<file path="src/blt_pkg.sv">
package blt_pkg;

  // ----------------------------------------------------------------
  // Clock and line rates
  // ----------------------------------------------------------------
  localparam int unsigned CLK_HZ = 200_000_000;
  localparam int unsigned BIT_HZ = 256_000;
  localparam int unsigned BIT_CYC = CLK_HZ / BIT_HZ;
  localparam int unsigned HALF_CYC = CLK_HZ / (2 * BIT_HZ);
  localparam int unsigned SLAVE_TURN_BITS = 4;
  localparam int unsigned SLAVE_TURN_CYC = SLAVE_TURN_BITS * BIT_CYC;
  // Oscillator emulated by a phase accumulator, in kHz steps
  localparam logic [17:0] OSC_KHZ = 18'h01000;
  localparam logic [17:0] CLK_KHZ = 18'h30d40;
  localparam int unsigned OSC_DIV = 32;
  localparam logic [3:0] OSC_HALF_LAST = 4'((OSC_DIV / 2) - 1);
  localparam logic [4:0] CODEC_PERIODS_LAST = 5'h0f;
  localparam logic [4:0] VOICE_BITS = 5'h08;
  // Idle and free-run times
  localparam int unsigned NOBURST_NS = 250_000;
  localparam int unsigned FRAME_NS = 125_000;
  localparam int unsigned NOBURST_CYC = (CLK_HZ / 1_000_000) * NOBURST_NS / 1000;
  localparam int unsigned FRAME_CYC = (CLK_HZ / 1_000_000) * FRAME_NS / 1000;
  localparam logic [1:0] MSI_QUIET_LAST = 2'h2;
  // Burst layout: lead half, ten bits of two halves, trail half
  localparam logic [4:0] MOD_SLOT_LAST = 5'h15;

  // ----------------------------------------------------------------
  // Register map
  // ----------------------------------------------------------------
  localparam logic [7:0] REG_CTRL = 8'h00;
  localparam logic [7:0] REG_STATUS = 8'h04;
  localparam logic [7:0] REG_FIELD = 8'h08;
  localparam int unsigned CTRL_EN_BIT = 0;
  localparam int unsigned CTRL_SLAVE_BIT = 1;
  localparam logic [1:0] CTRL_RESET = 2'h0;

  // ----------------------------------------------------------------
  // Types
  // ----------------------------------------------------------------
  typedef struct packed {
    logic [7:0] voice;
    logic ctl_a;
    logic ctl_b;
  } blt_field_t;

  typedef struct packed {
    logic pos;
    logic neg;
    logic drive;
  } blt_line_t;

  typedef enum logic [2:0] {
    MS_IDLE = 3'b001,
    MS_WAIT = 3'b010,
    MS_SEND = 3'b100
  } blt_mod_state_t;

endpackage : blt_pkg

</file>
<file path="src/blt_transceiver.sv">
// Contract
// - Master at frame sync sends captured voice plus sampled control bits as one burst.
// - Master stores decoded return field; control bits appear at next frame sync.
// - Master loads decoded voice into transmit register, shifts out under enable.
// - Master updates valid flag on frame sync rising edge.
// - Slave on demodulation buffers field, loads reply, raises enable, updates outputs.
// - Slave reply modulation starts exactly four bit periods after demodulation.
// - Slave drives voice bits on codec clock rising edges while enable high.
// - Ninth codec rise swaps enables; eight following falling edges sample input.
// - Slave receive enable is always the inverse of transmit enable.
// - Slave codec clock is the 4.096 MHz oscillator divided by 32.
// - Slave holds sixteenth low phase until next demodulation completes.
// - Master in power-down stops sending, updates outputs on demodulation.
// - Power-down outputs hold until three quiet syncs or another burst.
// - After power-up master waits three syncs or sync after a burst.
// - First burst uses prior captured voice and control bits of current sync.
// - Slave powered down keeps receive path and outputs but sends nothing.
// - Powered slave without bursts for 250 us starts 125 us internal frames.
// - Free-running slave bursts every second frame with last word and bits.
// - Slave weakly drives power-down pin high on burst, low after timeout.
// - Zero is a carrier phase reversal, one continues in phase.
// - Reversal cusp becomes one 128 kHz half cycle.
// - Each burst opens and closes with a 256 kHz half cycle.
`timescale 1ns/1ps
module blt_transceiver
  import blt_pkg::*;
#(
  parameter int unsigned NOBURST_CYC_P = NOBURST_CYC,
  parameter int unsigned FRAME_CYC_P = FRAME_CYC
) (
  input wire logic clk_i,
  input wire logic rst_i,
  input wire logic wb_cyc_i,
  input wire logic wb_stb_i,
  input wire logic wb_we_i,
  input wire logic [7:0] wb_adr_i,
  input wire logic [31:0] wb_dat_i,
  input wire logic [3:0] wb_sel_i,
  output logic [31:0] wb_dat_o,
  output logic wb_ack_o,
  input wire logic master_frame_sync_i,
  input wire logic line_card_bit_clock_i,
  input wire logic receive_word_enable_i,
  input wire logic transmit_word_enable_i,
  input wire logic serial_data_i,
  output logic serial_data_o,
  output logic serial_data_oe_o,
  input wire logic control_bit_in_a_i,
  input wire logic control_bit_in_b_i,
  output logic control_bit_out_a_o,
  output logic control_bit_out_b_o,
  output logic valid_frame_flag_o,
  input wire logic power_down_pin_i,
  output logic power_down_pin_o,
  output logic power_down_pin_oe_o,
  output logic codec_clock_o,
  output logic transmit_word_enable_o,
  output logic receive_word_enable_o,
  input wire logic demod_done_i,
  input wire logic demod_ok_i,
  input wire blt_field_t demod_field_i,
  output blt_line_t line_o
);

  // ----------------------------------------------------------------
  // Register bus
  // ----------------------------------------------------------------
  logic [1:0] ctrl_ff;
  logic ack_ff;
  logic [31:0] rdat_ff;
  logic [31:0] nxt_rdat;
  logic [5:0] status_w;
  blt_field_t dbuf_ff;
  wire wb_req = wb_cyc_i & wb_stb_i & ~ack_ff;
  wire ctrl_wr = wb_cyc_i & wb_stb_i & ack_ff & wb_we_i & wb_sel_i[0] & (wb_adr_i == REG_CTRL);
  wire en = ctrl_ff[CTRL_EN_BIT];
  wire slave = ctrl_ff[CTRL_SLAVE_BIT];
  wire pd_up = power_down_pin_i;

  // Unmapped addresses still ack, reading zero
  always_comb begin
    nxt_rdat = 32'h0;
    case (wb_adr_i)
      REG_CTRL: nxt_rdat = {30'h0, ctrl_ff};
      REG_STATUS: nxt_rdat = {26'h0, status_w};
      REG_FIELD: nxt_rdat = {22'h0, dbuf_ff};
      default: nxt_rdat = 32'h0;
    endcase
  end

  always_ff @(posedge clk_i) begin
    if (rst_i) begin
      ctrl_ff <= CTRL_RESET;
      ack_ff <= 1'b0;
      rdat_ff <= 32'h0;
    end else begin
      ack_ff <= wb_req;
      if (wb_req) rdat_ff <= nxt_rdat;
      if (ctrl_wr) ctrl_ff <= wb_dat_i[1:0];
    end
  end
  assign wb_ack_o = ack_ff;
  assign wb_dat_o = rdat_ff;

  // ----------------------------------------------------------------
  // Edge detection and oscillator tick
  // ----------------------------------------------------------------
  logic msi_d_ff, bclk_d_ff, rwe_d_ff, twe_d_ff;
  logic [17:0] acc_ff;
  wire [17:0] nxt_acc = acc_ff + OSC_KHZ;
  wire osc_tick = (nxt_acc >= CLK_KHZ);
  wire msi_rise = en & ~slave & master_frame_sync_i & ~msi_d_ff;
  wire bclk_rise = line_card_bit_clock_i & ~bclk_d_ff;
  wire bclk_fall = ~line_card_bit_clock_i & bclk_d_ff;
  wire rwe_rise = receive_word_enable_i & ~rwe_d_ff;
  wire twe_rise = transmit_word_enable_i & ~twe_d_ff;
  wire demod_ev = en & demod_done_i;
  wire dm_slave = demod_ev & slave;

  // Fractional divider: 4.096 MHz is not an integer ratio of 200 MHz
  always_ff @(posedge clk_i) begin
    if (rst_i) begin
      msi_d_ff <= 1'b0;
      bclk_d_ff <= 1'b0;
      rwe_d_ff <= 1'b0;
      twe_d_ff <= 1'b0;
      acc_ff <= 18'h0;
    end else begin
      msi_d_ff <= master_frame_sync_i;
      bclk_d_ff <= line_card_bit_clock_i;
      rwe_d_ff <= receive_word_enable_i;
      twe_d_ff <= transmit_word_enable_i;
      acc_ff <= osc_tick ? nxt_acc - CLK_KHZ : nxt_acc;
    end
  end

  // ----------------------------------------------------------------
  // Slave codec clock and word enables
  // ----------------------------------------------------------------
  logic crun_ff, cphase_ff, twe_ff;
  logic [3:0] cnt_ff;
  logic [4:0] cper_ff;
  wire half_end = crun_ff & osc_tick & (cnt_ff == OSC_HALF_LAST);
  wire run_rise = half_end & ~cphase_ff & (cper_ff != CODEC_PERIODS_LAST);
  wire codec_fall = half_end & cphase_ff;
  wire codec_rise = dm_slave | run_rise;
  wire ninth_rise = run_rise & ~dm_slave & ((cper_ff + 5'h1) == VOICE_BITS);

  // Demodulation restarts the clock; the last low phase absorbs slip
  always_ff @(posedge clk_i) begin
    if (rst_i) begin
      crun_ff <= 1'b0;
      cphase_ff <= 1'b0;
      cnt_ff <= 4'h0;
      cper_ff <= 5'h0;
      twe_ff <= 1'b0;
    end else if (dm_slave) begin
      crun_ff <= 1'b1;
      cphase_ff <= 1'b1;
      cnt_ff <= 4'h0;
      cper_ff <= 5'h0;
      twe_ff <= 1'b1;
    end else begin
      if (crun_ff && osc_tick) cnt_ff <= (cnt_ff == OSC_HALF_LAST) ? 4'h0 : cnt_ff + 4'h1;
      if (codec_fall) cphase_ff <= 1'b0;
      if (half_end && !cphase_ff) begin
        if (cper_ff == CODEC_PERIODS_LAST) begin
          crun_ff <= 1'b0;
        end else begin
          cphase_ff <= 1'b1;
          cper_ff <= cper_ff + 5'h1;
        end
      end
      if (ninth_rise) twe_ff <= 1'b0;
      if (!slave) twe_ff <= 1'b0;
    end
  end
  assign codec_clock_o = slave & cphase_ff;
  assign transmit_word_enable_o = twe_ff;
  assign receive_word_enable_o = slave & ~twe_ff;

  // ----------------------------------------------------------------
  // Voice serial paths
  // ----------------------------------------------------------------
  logic [7:0] txreg_ff, tx_sh_ff, rx_sh_ff, rxreg_ff;
  logic [3:0] rx_cnt_ff;
  logic sdo_ff;
  wire [7:0] sh_src = dm_slave ? demod_field_i.voice : (twe_rise ? txreg_ff : tx_sh_ff);
  wire mst_shift = ~slave & bclk_rise & transmit_word_enable_i;
  wire slv_shift = dm_slave | (run_rise & twe_ff & ~ninth_rise);
  wire rx_arm = slave ? ninth_rise : rwe_rise;
  wire rx_samp = (slave ? codec_fall : bclk_fall) & (rx_cnt_ff != 4'h0);

  // Shift out on rising edges, capture on falling edges
  always_ff @(posedge clk_i) begin
    if (rst_i) begin
      txreg_ff <= 8'h0;
      tx_sh_ff <= 8'h0;
      rx_sh_ff <= 8'h0;
      rxreg_ff <= 8'h0;
      rx_cnt_ff <= 4'h0;
      sdo_ff <= 1'b0;
    end else begin
      if (demod_ev) txreg_ff <= demod_field_i.voice;
      if (mst_shift || slv_shift) begin
        sdo_ff <= sh_src[7];
        tx_sh_ff <= {sh_src[6:0], 1'b0};
      end else if (twe_rise) begin
        tx_sh_ff <= txreg_ff;
      end
      if (rx_arm) begin
        rx_cnt_ff <= 4'h8;
      end else if (rx_samp) begin
        rx_sh_ff <= {rx_sh_ff[6:0], serial_data_i};
        rx_cnt_ff <= rx_cnt_ff - 4'h1;
        if (rx_cnt_ff == 4'h1) rxreg_ff <= {rx_sh_ff[6:0], serial_data_i};
      end
    end
  end
  assign serial_data_o = sdo_ff;
  assign serial_data_oe_o = en & (slave ? twe_ff : transmit_word_enable_i);

  // ----------------------------------------------------------------
  // Frame state: buffers, power-down, idle timeout, free run
  // ----------------------------------------------------------------
  logic dok_ff, seen_ff, armed_ff, to_ff, alt_ff, pd_o_ff;
  logic out_a_ff, out_b_ff, valid_ff;
  logic [1:0] mq_ff, wake_ff;
  logic [15:0] idle_ff, fr_ff;
  wire mst_go = armed_ff | seen_ff | (wake_ff == MSI_QUIET_LAST);
  wire mst_start = msi_rise & pd_up & mst_go;
  wire mq_hit = msi_rise & ~seen_ff & (mq_ff == MSI_QUIET_LAST);
  wire idle_hit = slave & (idle_ff == 16'(NOBURST_CYC_P - 1));
  wire free_run = en & slave & to_ff & pd_up;
  wire frame_tick = free_run & (fr_ff == 16'(FRAME_CYC_P - 1));
  wire fr_start = frame_tick & alt_ff;
  wire reply = dm_slave & pd_up;

  // Master keeps its own quiet-sync and wake counts
  always_ff @(posedge clk_i) begin
    if (rst_i) begin
      dbuf_ff <= '0;
      dok_ff <= 1'b0;
      seen_ff <= 1'b0;
      mq_ff <= 2'h0;
      wake_ff <= 2'h0;
      armed_ff <= 1'b0;
    end else begin
      if (demod_ev) begin
        dbuf_ff <= demod_field_i;
        dok_ff <= demod_ok_i;
      end
      // A burst landing on the sync edge is kept for the next frame
      if (demod_ev && !slave) seen_ff <= 1'b1;
      else if (msi_rise || slave) seen_ff <= 1'b0;
      if (demod_ev) mq_ff <= 2'h0;
      else if (msi_rise && !seen_ff && mq_ff != 2'h3) mq_ff <= mq_ff + 2'h1;
      if (!pd_up) wake_ff <= 2'h0;
      else if (msi_rise && wake_ff != 2'h3) wake_ff <= wake_ff + 2'h1;
      armed_ff <= pd_up & (armed_ff | mst_start);
    end
  end

  // Control outputs and valid flag for both roles
  always_ff @(posedge clk_i) begin
    if (rst_i) begin
      out_a_ff <= 1'b0;
      out_b_ff <= 1'b0;
      valid_ff <= 1'b0;
    end else if (slave) begin
      if (dm_slave) begin
        out_a_ff <= demod_field_i.ctl_a;
        out_b_ff <= demod_field_i.ctl_b;
        valid_ff <= demod_ok_i;
      end else if (idle_hit) begin
        valid_ff <= 1'b0;
      end
    end else if (!pd_up) begin
      if (demod_ev) begin
        out_a_ff <= demod_field_i.ctl_a;
        out_b_ff <= demod_field_i.ctl_b;
        valid_ff <= demod_ok_i;
      end else if (mq_hit) begin
        valid_ff <= 1'b0;
      end
    end else if (msi_rise) begin
      out_a_ff <= dbuf_ff.ctl_a;
      out_b_ff <= dbuf_ff.ctl_b;
      valid_ff <= seen_ff & dok_ff;
    end
  end
  assign control_bit_out_a_o = out_a_ff;
  assign control_bit_out_b_o = out_b_ff;
  assign valid_frame_flag_o = valid_ff;

  // Slave idle timeout, free-running frame clock and weak pin drive
  always_ff @(posedge clk_i) begin
    if (rst_i) begin
      idle_ff <= 16'h0;
      to_ff <= 1'b0;
      fr_ff <= 16'h0;
      alt_ff <= 1'b0;
      pd_o_ff <= 1'b0;
    end else if (dm_slave || !slave || !en) begin
      idle_ff <= 16'h0;
      to_ff <= 1'b0;
      fr_ff <= 16'h0;
      alt_ff <= 1'b0;
      if (dm_slave) pd_o_ff <= 1'b1;
    end else begin
      if (!to_ff) idle_ff <= idle_ff + 16'h1;
      if (idle_hit) begin
        to_ff <= 1'b1;
        pd_o_ff <= 1'b0;
      end
      if (free_run) begin
        fr_ff <= frame_tick ? 16'h0 : fr_ff + 16'h1;
        if (frame_tick) alt_ff <= ~alt_ff;
      end
    end
  end
  assign power_down_pin_o = pd_o_ff;
  assign power_down_pin_oe_o = en & slave;

  // ----------------------------------------------------------------
  // Modified DPSK modulator
  // ----------------------------------------------------------------
  blt_mod_state_t mstate_ff;
  blt_field_t mbuf_ff;
  logic [9:0] mbits_ff;
  logic [11:0] dly_ff;
  logic [8:0] hcnt_ff;
  logic [4:0] slot_ff;
  logic lvl_ff, drv_ff;
  wire idle_m = (mstate_ff == MS_IDLE);
  wire go_now = idle_m & (mst_start | fr_start);
  wire go_wait = (mstate_ff == MS_WAIT) & (dly_ff == 12'(SLAVE_TURN_CYC));
  wire half_done = (hcnt_ff == 9'(HALF_CYC - 1));
  wire [4:0] nxt_slot = slot_ff + 5'h1;
  // Captured voice plus control bits sampled on this trigger edge
  wire blt_field_t cap_field = '{voice: rxreg_ff, ctl_a: control_bit_in_a_i, ctl_b: control_bit_in_b_i};

  // Busy modulator ignores new triggers; one burst per frame is expected
  always_ff @(posedge clk_i) begin
    if (rst_i) begin
      mstate_ff <= MS_IDLE;
      mbuf_ff <= '0;
      mbits_ff <= 10'h0;
      dly_ff <= 12'h0;
      hcnt_ff <= 9'h0;
      slot_ff <= 5'h0;
      lvl_ff <= 1'b0;
      drv_ff <= 1'b0;
    end else begin
      case (mstate_ff)
        MS_IDLE: begin
          if (go_now) begin
            mbuf_ff <= cap_field;
            mbits_ff <= cap_field;
            mstate_ff <= MS_SEND;
            slot_ff <= 5'h0;
            hcnt_ff <= 9'h0;
            lvl_ff <= 1'b1;
            drv_ff <= 1'b1;
          end else if (reply) begin
            mbuf_ff <= cap_field;
            dly_ff <= 12'h1;
            mstate_ff <= MS_WAIT;
          end
        end
        MS_WAIT: begin
          dly_ff <= dly_ff + 12'h1;
          if (go_wait) begin
            mbits_ff <= mbuf_ff;
            mstate_ff <= MS_SEND;
            slot_ff <= 5'h0;
            hcnt_ff <= 9'h0;
            lvl_ff <= 1'b1;
            drv_ff <= 1'b1;
          end
        end
        MS_SEND: begin
          hcnt_ff <= half_done ? 9'h0 : hcnt_ff + 9'h1;
          if (half_done) begin
            slot_ff <= nxt_slot;
            if (slot_ff == MOD_SLOT_LAST) begin
              drv_ff <= 1'b0;
              mstate_ff <= MS_IDLE;
            end else if (nxt_slot[0] && nxt_slot != MOD_SLOT_LAST) begin
              // Zero repeats the level: reversal merges into a 128 kHz half
              lvl_ff <= mbits_ff[9] ? ~lvl_ff : lvl_ff;
              mbits_ff <= {mbits_ff[8:0], 1'b0};
            end else begin
              lvl_ff <= ~lvl_ff;
            end
          end
        end
        default: begin
          mstate_ff <= MS_IDLE;
          drv_ff <= 1'b0;
        end
      endcase
    end
  end
  assign line_o = '{pos: drv_ff & lvl_ff, neg: drv_ff & ~lvl_ff, drive: drv_ff};
  assign status_w = {armed_ff, ~idle_m, to_ff, valid_ff, out_b_ff, out_a_ff};

  // ----------------------------------------------------------------
  // Checks
  // ----------------------------------------------------------------
  logic [12:0] since_dm_ff;
  logic [5:0] orise_ff;
  always_ff @(posedge clk_i) begin
    if (rst_i) begin
      since_dm_ff <= 13'h0;
      orise_ff <= 6'h0;
    end else begin
      if (dm_slave) since_dm_ff <= 13'h0;
      else if (since_dm_ff != 13'h1fff) since_dm_ff <= since_dm_ff + 13'h1;
      if (codec_rise) orise_ff <= 6'h0;
      else if (osc_tick && orise_ff != 6'h3f) orise_ff <= orise_ff + 6'h1;
    end
  end
endmodule : blt_transceiver

</file>
<file path="config.mk">
export PLATFORM = sky130hd
export DESIGN_NAME = blt_transceiver
export DESIGN_NICKNAME = d
export VERILOG_FILES = /design/src/blt_pkg.sv /design/src/blt_transceiver.sv
export SDC_FILE = /design/constraint.sdc
export NUM_CORES = 1
export LEC_CHECK = 0
export BUFFER_PORTS_ARGS = -buffer_cell sky130_fd_sc_hd__buf_2
export CORE_UTILIZATION = 60
export DETAILED_ROUTE_END_ITERATION = 10
export PLACE_DENSITY = 0.83
export SETUP_SLACK_MARGIN = 0.1
export SLEW_MARGIN = 10
export SYNTH_ARGS = -nofsm -noshare
export SYNTH_HDL_FRONTEND = slang
export SYNTH_SLANG_ARGS = --single-unit
export TNS_END_PERCENT = 30
</file>
<file path="constraint.sdc">
create_clock -name clk_i -period 6.3 [get_ports clk_i]
set_input_delay 0.63 -clock clk_i [delete_from_list [all_inputs] [get_ports clk_i]]
set_output_delay 0.63 -clock clk_i [all_outputs]
set_load 0.01 [all_outputs]
</file>
* After elaboration in Yosys (flattened, before gate mapping)
Index checks and enable logic that the tools add are counted.
Operators by class: $add $sub $neg 12, $lt $le $gt $ge 1, eq/ne operators 35, bitwise gates (word level) 70, muxes and demuxes 78, reductions and logical operators 49
Operators with widths (count):
- two-way mux 10 bit | 7
- one-hot mux 10 bit (3 select lines) | 2
- bitwise AND 1 bit | 47
- two-way mux 1 bit | 42
- adder 16 x 1 -> 16 bit (second input constant) | 2
- two-way mux 9 bit | 3
- one-hot mux 9 bit (3 select lines) | 1
- two-way mux 12 bit | 2
- two-way mux 8 bit | 3
- one-hot mux 12 bit (2 select lines) | 1
- != test 2 bit (second input constant) | 10
- adder 18 x 13 -> 18 bit (second input constant) | 1
- >= comparator 18 bit (second input constant) | 1
- two-way mux 18 bit | 1
- NOT 1 bit | 18
- subtractor 18 bit (second input constant) | 1
- equality test 16 x 15 -> 1 bit (second input constant) | 1
- equality test 16 bit (second input constant) | 1
- two-way mux 16 bit | 1
- two-way mux 3 bit | 5
- two-way mux 5 bit | 3
- one-hot mux 5 bit (3 select lines) | 1
- AND reduction 3 bit | 5
- nonzero test 2 bit | 7
- 38 further kinds | 79
Storage, ports and cells: bits in registers 203, word-level logic and storage cells 291, bits of input ports 69, output and inout port bits 46

* Logic depth before layout (Yosys ltp)
depth after elaboration 13, depth in mapped cells 11, mapped depth without buffers 8

* Worst setup path before layout
Ideal clock, no wire load.
path kind input to register, start point input power_down_pin_i, end point register hcnt_ff[7], setup slack 3.944 ns, arrival time 2.286 ns, stages on the path 8, required time 6.230 ns, cell sequence buf_4 nand4_2 nor4_4 a22oi_1 and2_1 buf_2 or4_1 a21oi_1
On the way: word-level cells in the longest chain between the ends 7, elaborated cells between the ends (all ways) 9, those cells by class eq/ne (1); bitwise (7); reduce/logical (1)
Ends and longest elaborated chain:
- start: declaration | RTL line blt_transceiver.sv:53 | input wire logic power_down_pin_i,
- bitwise AND 1 bit | RTL line blt_transceiver.sv:234 | wire free_run = en & slave & to_ff & pd_up;
- bitwise AND 1 bit | RTL line blt_transceiver.sv:235 | wire frame_tick = free_run & (fr_ff == 16'(FRAME_CYC_P - 1));
- bitwise AND 1 bit | RTL line blt_transceiver.sv:236 | wire fr_start = frame_tick & alt_ff;
- OR 1 bit * | RTL line blt_transceiver.sv:336 | wire go_now = idle_m & (mst_start | fr_start);
- bitwise AND 1 bit * | RTL line blt_transceiver.sv:336
- != test 2 x 1 -> 1 bit (no line) *
- AND reduction 3 bit (no line) *
- end signal: assignment | RTL line blt_transceiver.sv:383 | hcnt_ff <= half_done ? 9'h0 : hcnt_ff + 9'h1;
- end: declaration | RTL line blt_transceiver.sv:332 | logic [8:0] hcnt_ff;
Mark *: on every way between the ends. The rest lies on a longest branch, timed or not. A chain may end at the register's enable or synchronous reset.

* Worst setup path after layout
start point register ctrl_ff[1], end point register hcnt_ff[7]
On the way: word-level cells in the longest chain between the ends 10, elaborated cells between the ends (all ways) 15, those cells by class eq/ne (1); bitwise (13); reduce/logical (1)
Ends and longest elaborated chain:
- start: declaration | RTL line blt_transceiver.sv:68 | logic [1:0] ctrl_ff;
- start signal: assignment | RTL line blt_transceiver.sv:99 | if (ctrl_wr) ctrl_ff <= wb_dat_i[1:0];
- NOT 1 bit | RTL line blt_transceiver.sv:112 | wire msi_rise = en & ~slave & master_frame_sync_i & ~msi_d_ff;
- bitwise AND 1 bit (3 in series) | RTL line blt_transceiver.sv:112
- bitwise AND 1 bit (2 in series) | RTL line blt_transceiver.sv:231 | wire mst_start = msi_rise & pd_up & mst_go;
- OR 1 bit * | RTL line blt_transceiver.sv:336
- bitwise AND 1 bit * | RTL line blt_transceiver.sv:336
- != test 2 x 1 -> 1 bit (no line) *
- AND reduction 3 bit (no line) *
Marks and branches as above.

==> run_results.csv <==
group,metric,value,unit
yosys,ys_seq_area_share,41.18,%
yosys,yosysTopAreaCell,"dfxtp_1",
detailed_routing,wirelength,17650,um
detailed_routing,drt_iter0_drc,532,
place,portBuffers,59,
place,pre_cts_slack,3.482,ns
grt,grt_max_degree,76,
setup_path,crit_start,"ctrl_ff[1]$_SDFFE_PP0P_",
sta,hold_viol,0,
detailed_routing,drt-vias-per-instance,5.744,
worst_hold_path,hp-start,"receive_word_enable_i",
cells_and_area,layout.cells.non_filler,1216,
setup_path,arrival,3.24,ns
clock_network,htreeDepth,4,
clock_network,cts_root_buf,"clkbuf_16",
flow_run,cap_violations,0,
yosys,synth_top_family_by_area,"simple AND/OR/NAND/NOR gates",
outcome,status,"finished clean",
floorplan,die_width,121.1,um
clock_network,cts_setup_buffers,0,
place,gp_congestion,0.8288,
sta,slew_violations,0,
yosys,synthAdderAreaFrac,3.382,%
yosys,synth_top_cells_by_count,"dfxtp_1, nor2_1, nand2_1",
yosys,synth_area_per_cell,8.542,um2
floorplan,die_area,0.01466,mm2
floorplan,num_io_pins,115,
clock_network,insertion_delay,0.43,ns
power_and_ir_drop,internal_power,1751,uW
cells_and_area,synthToLayoutAreaGrowth,9.926,%
sta,tns,0,ns
floorplan,initial_core_util,61.29,%
power_and_ir_drop,leakagePower,0.003526,uW
detailed_routing,wl_per_cell,14.51,um
sta,setup_ws,3.429,ns
floorplan,rows,43,
yosys,synth_top_flop_cell,"dfxtp_1",
yosys,syn_inst,996,
yosys,synthTopCellsByArea,"dfxtp_1, nor2_1, mux2i_1",
yosys,yosys.area_share.simple,22.69,%
sta,setup_viol,0,
power_and_ir_drop,netSwitchingFraction,22.00,%
power_and_ir_drop,power_frac_comb,3.0,%
setup_path,end_kind,"register",
clock_network,max-clock-path-buffers,2,
power_and_ir_drop,p_clk_share,47.3,%
sta,min_period,2.871,ns
sta,rsz0062_at_grt,"false",
grt,antenna_found_initial,1,
yosys,synth_most_common_cell,"dfxtp_1",
yosys,synth_xor_area_share,5.868,%
power_and_ir_drop,ir_worst_vdd,0.0002054,V
yosys,synth-compound-area-share,15.32,%
setup_path,critPathLaunchType,"register",
detailed_routing,drtPass1Iterations,5,
sta,fmax,348.3,MHz
cells_and_area,fill_cells,1134,
detailed_routing,ant_nets,0,
worst_hold_path,hp-class,"input port to register",
clock_network,cts_buffers,17,
clock_network,clk_pin_slew_worst_paths,0.07,ns
detailed_routing,vias,6985,
yosys,synth_cell_types,68,
power_and_ir_drop,p_switching,493.9,uW
cells_and_area,fin_util,67.38,%
yosys,synthMuxAreaShare,5.750,%
setup_path,r2r-start,"ctrl_ff[1]$_SDFFE_PP0P_",
yosys,yosys_register_bits,175,
grt,grt_pass1_vias,6316,
place,place_hpwl,11950,um
yosys,synth.top_cell.area_share,41.18,%
yosys,synth_edf_count,0,
power_and_ir_drop,p_per_area,240.1,mW/mm2
clock_network,cts.sinks,175,
clock_network,hold_buffers,0,
clock_network,cts_resized,0,
sta,tightestPinTransition,1.185,ns
cells_and_area,drive_gt1_share,11.21,%
clock_network,cts_tree,"built",
sta,skew,0.007758,ns
grt,overflow,0,
grt,grt_pass1_wl,29530,um
cells_and_area,nNetsFinal,1115,
grt,grt.total_usage,24.98,%
sta,slew_headroom,20.14,%
detailed_routing,drcViolationCount,0,
floorplan,coreArea,0.01388,mm2
floorplan,die_y,121.1,um
setup_path,required,6.67,ns
sta,min_period_over_period,45.57,%
place,dp_cells,1184,
power_and_ir_drop,seqPwrFrac,49.7,%
yosys,syn_area,0.008508,mm2
setup_path,crit_type,"register to register",
yosys,async_reset_ff_share,0,%
setup_path,crit_fanout,21,
yosys,ys_warn_count,0,
[power by group through the flow]
stage	clock (uW)	sequential (uW)	combinational, uW
after global placement	0	1140	66.7
after CTS	1080	1120	67.8
after floorplan	0	1140	56.4
after detailed placement	0	1140	67.4
final	1060	1120	67.8
after global routing	1120	1120	75.3
[worst paths after layout]
path	to	slack (ns)	depth (start not counted)
max	hcnt_ff[7]$_SDFFE_PP0P_	3.43	6
min	rwe_d_ff$_SDFF_PP0_	0.43	2
max reg2reg	hcnt_ff[7]$_SDFFE_PP0P_	3.43	6
min reg2reg	serial_data_o$_SDFFE_PP0P_	0.46	2
[sequential cells by signal, indices dropped and copies added (netlist names), 7 cells and up]
name,flops
acc_ff,12
hcnt_ff,9
dbuf_ff,10
fr_ff,16
rx_sh_ff,7
tx_sh_ff,8
wb_dat_o,10
mbuf_ff,10
rxreg_ff,8
idle_ff,16
dly_ff,12
mbits_ff,10
[cell families after synthesis]
family / after synthesis
AO/OA/AOI/OAI: 205
XOR/XNOR: 57
adder cells (fa/ha/maj): 23
buffers and inverters: 102
flip-flops: 175
multiplexers: 48
other: 1
AND/OR/NAND/NOR: 385
[layout make-up]
| cell class | instances | area, um2 | area share (%) |
|---|---|---|---|
| inverters | 25 | 93.84 | 1.003 |
| well taps | 180 | 225.2 | 2.408 |
| repair buffers | 64 | 335.3 | 3.585 |
| diodes | 1 | 2.502 | 0.02676 |
| clock buffers | 20 | 466.7 | 4.990 |
| flip-flops and latches | 175 | 3503 | 37.46 |
| multi-input cells | 740 | 4593 | 49.11 |
| clock inverters | 11 | 132.6 | 1.418 |
[routing by layer]
layer	part of all wire [%]	global-route usage (%)
met5	0	0
met4	1.1	7.639
met3	4.0	5.780
met2	47	40.46
met1	48	32.98
[metrics by stage]
| step | power, uW | hold WS, ns | instance area (um2) |
|---|---|---|---|
| 6_report | 2245 | 0.4319 | 9353 |
| 5_1_grt | 2315 | 0.4389 | 9350 |
| 4_1_cts | 2259 | 0.4221 | 9350 |
| 3_5_place_dp | 1208 | 0.4442 | 8751 |
| 3_3_place_gp | 1207 | 0.4360 | 8751 |
| 2_1_floorplan | 1195 | 0.4371 | 8587 |
[layout by cell type (no fill, tap or decap), types with 19 or more instances in the layout]
cell | netlist | layout
xor2_1 | 35 | 35
a211oi_1 | 19 | 19
nand4_1 | 19 | 19
nor2_1 | 120 | 120
buf_2 | 11 | 58
inv_1 | 24 | 24
conb_1 | 1 | 22
or3_1 | 19 | 19
mux2i_1 | 41 | 41
and3_1 | 20 | 20
o21ai_0 | 30 | 30
ha_1 | 23 | 23
nand2_1 | 90 | 90
a21oi_1 | 78 | 78
dfxtp_1 | 175 | 175
nand3_1 | 29 | 29
xnor2_1 | 22 | 22
[worst max-delay path, cell delays in order, from the launching register on]
cell and delay (ns):
dfxtp_1 0.82, nand4_2 0.29, nor4_4 0.40, a22oi_1 0.19, and2_1 0.39, or4_1 0.57, a21oi_1 0.14
No activity file was read; power rests on OpenSTA's default activity.
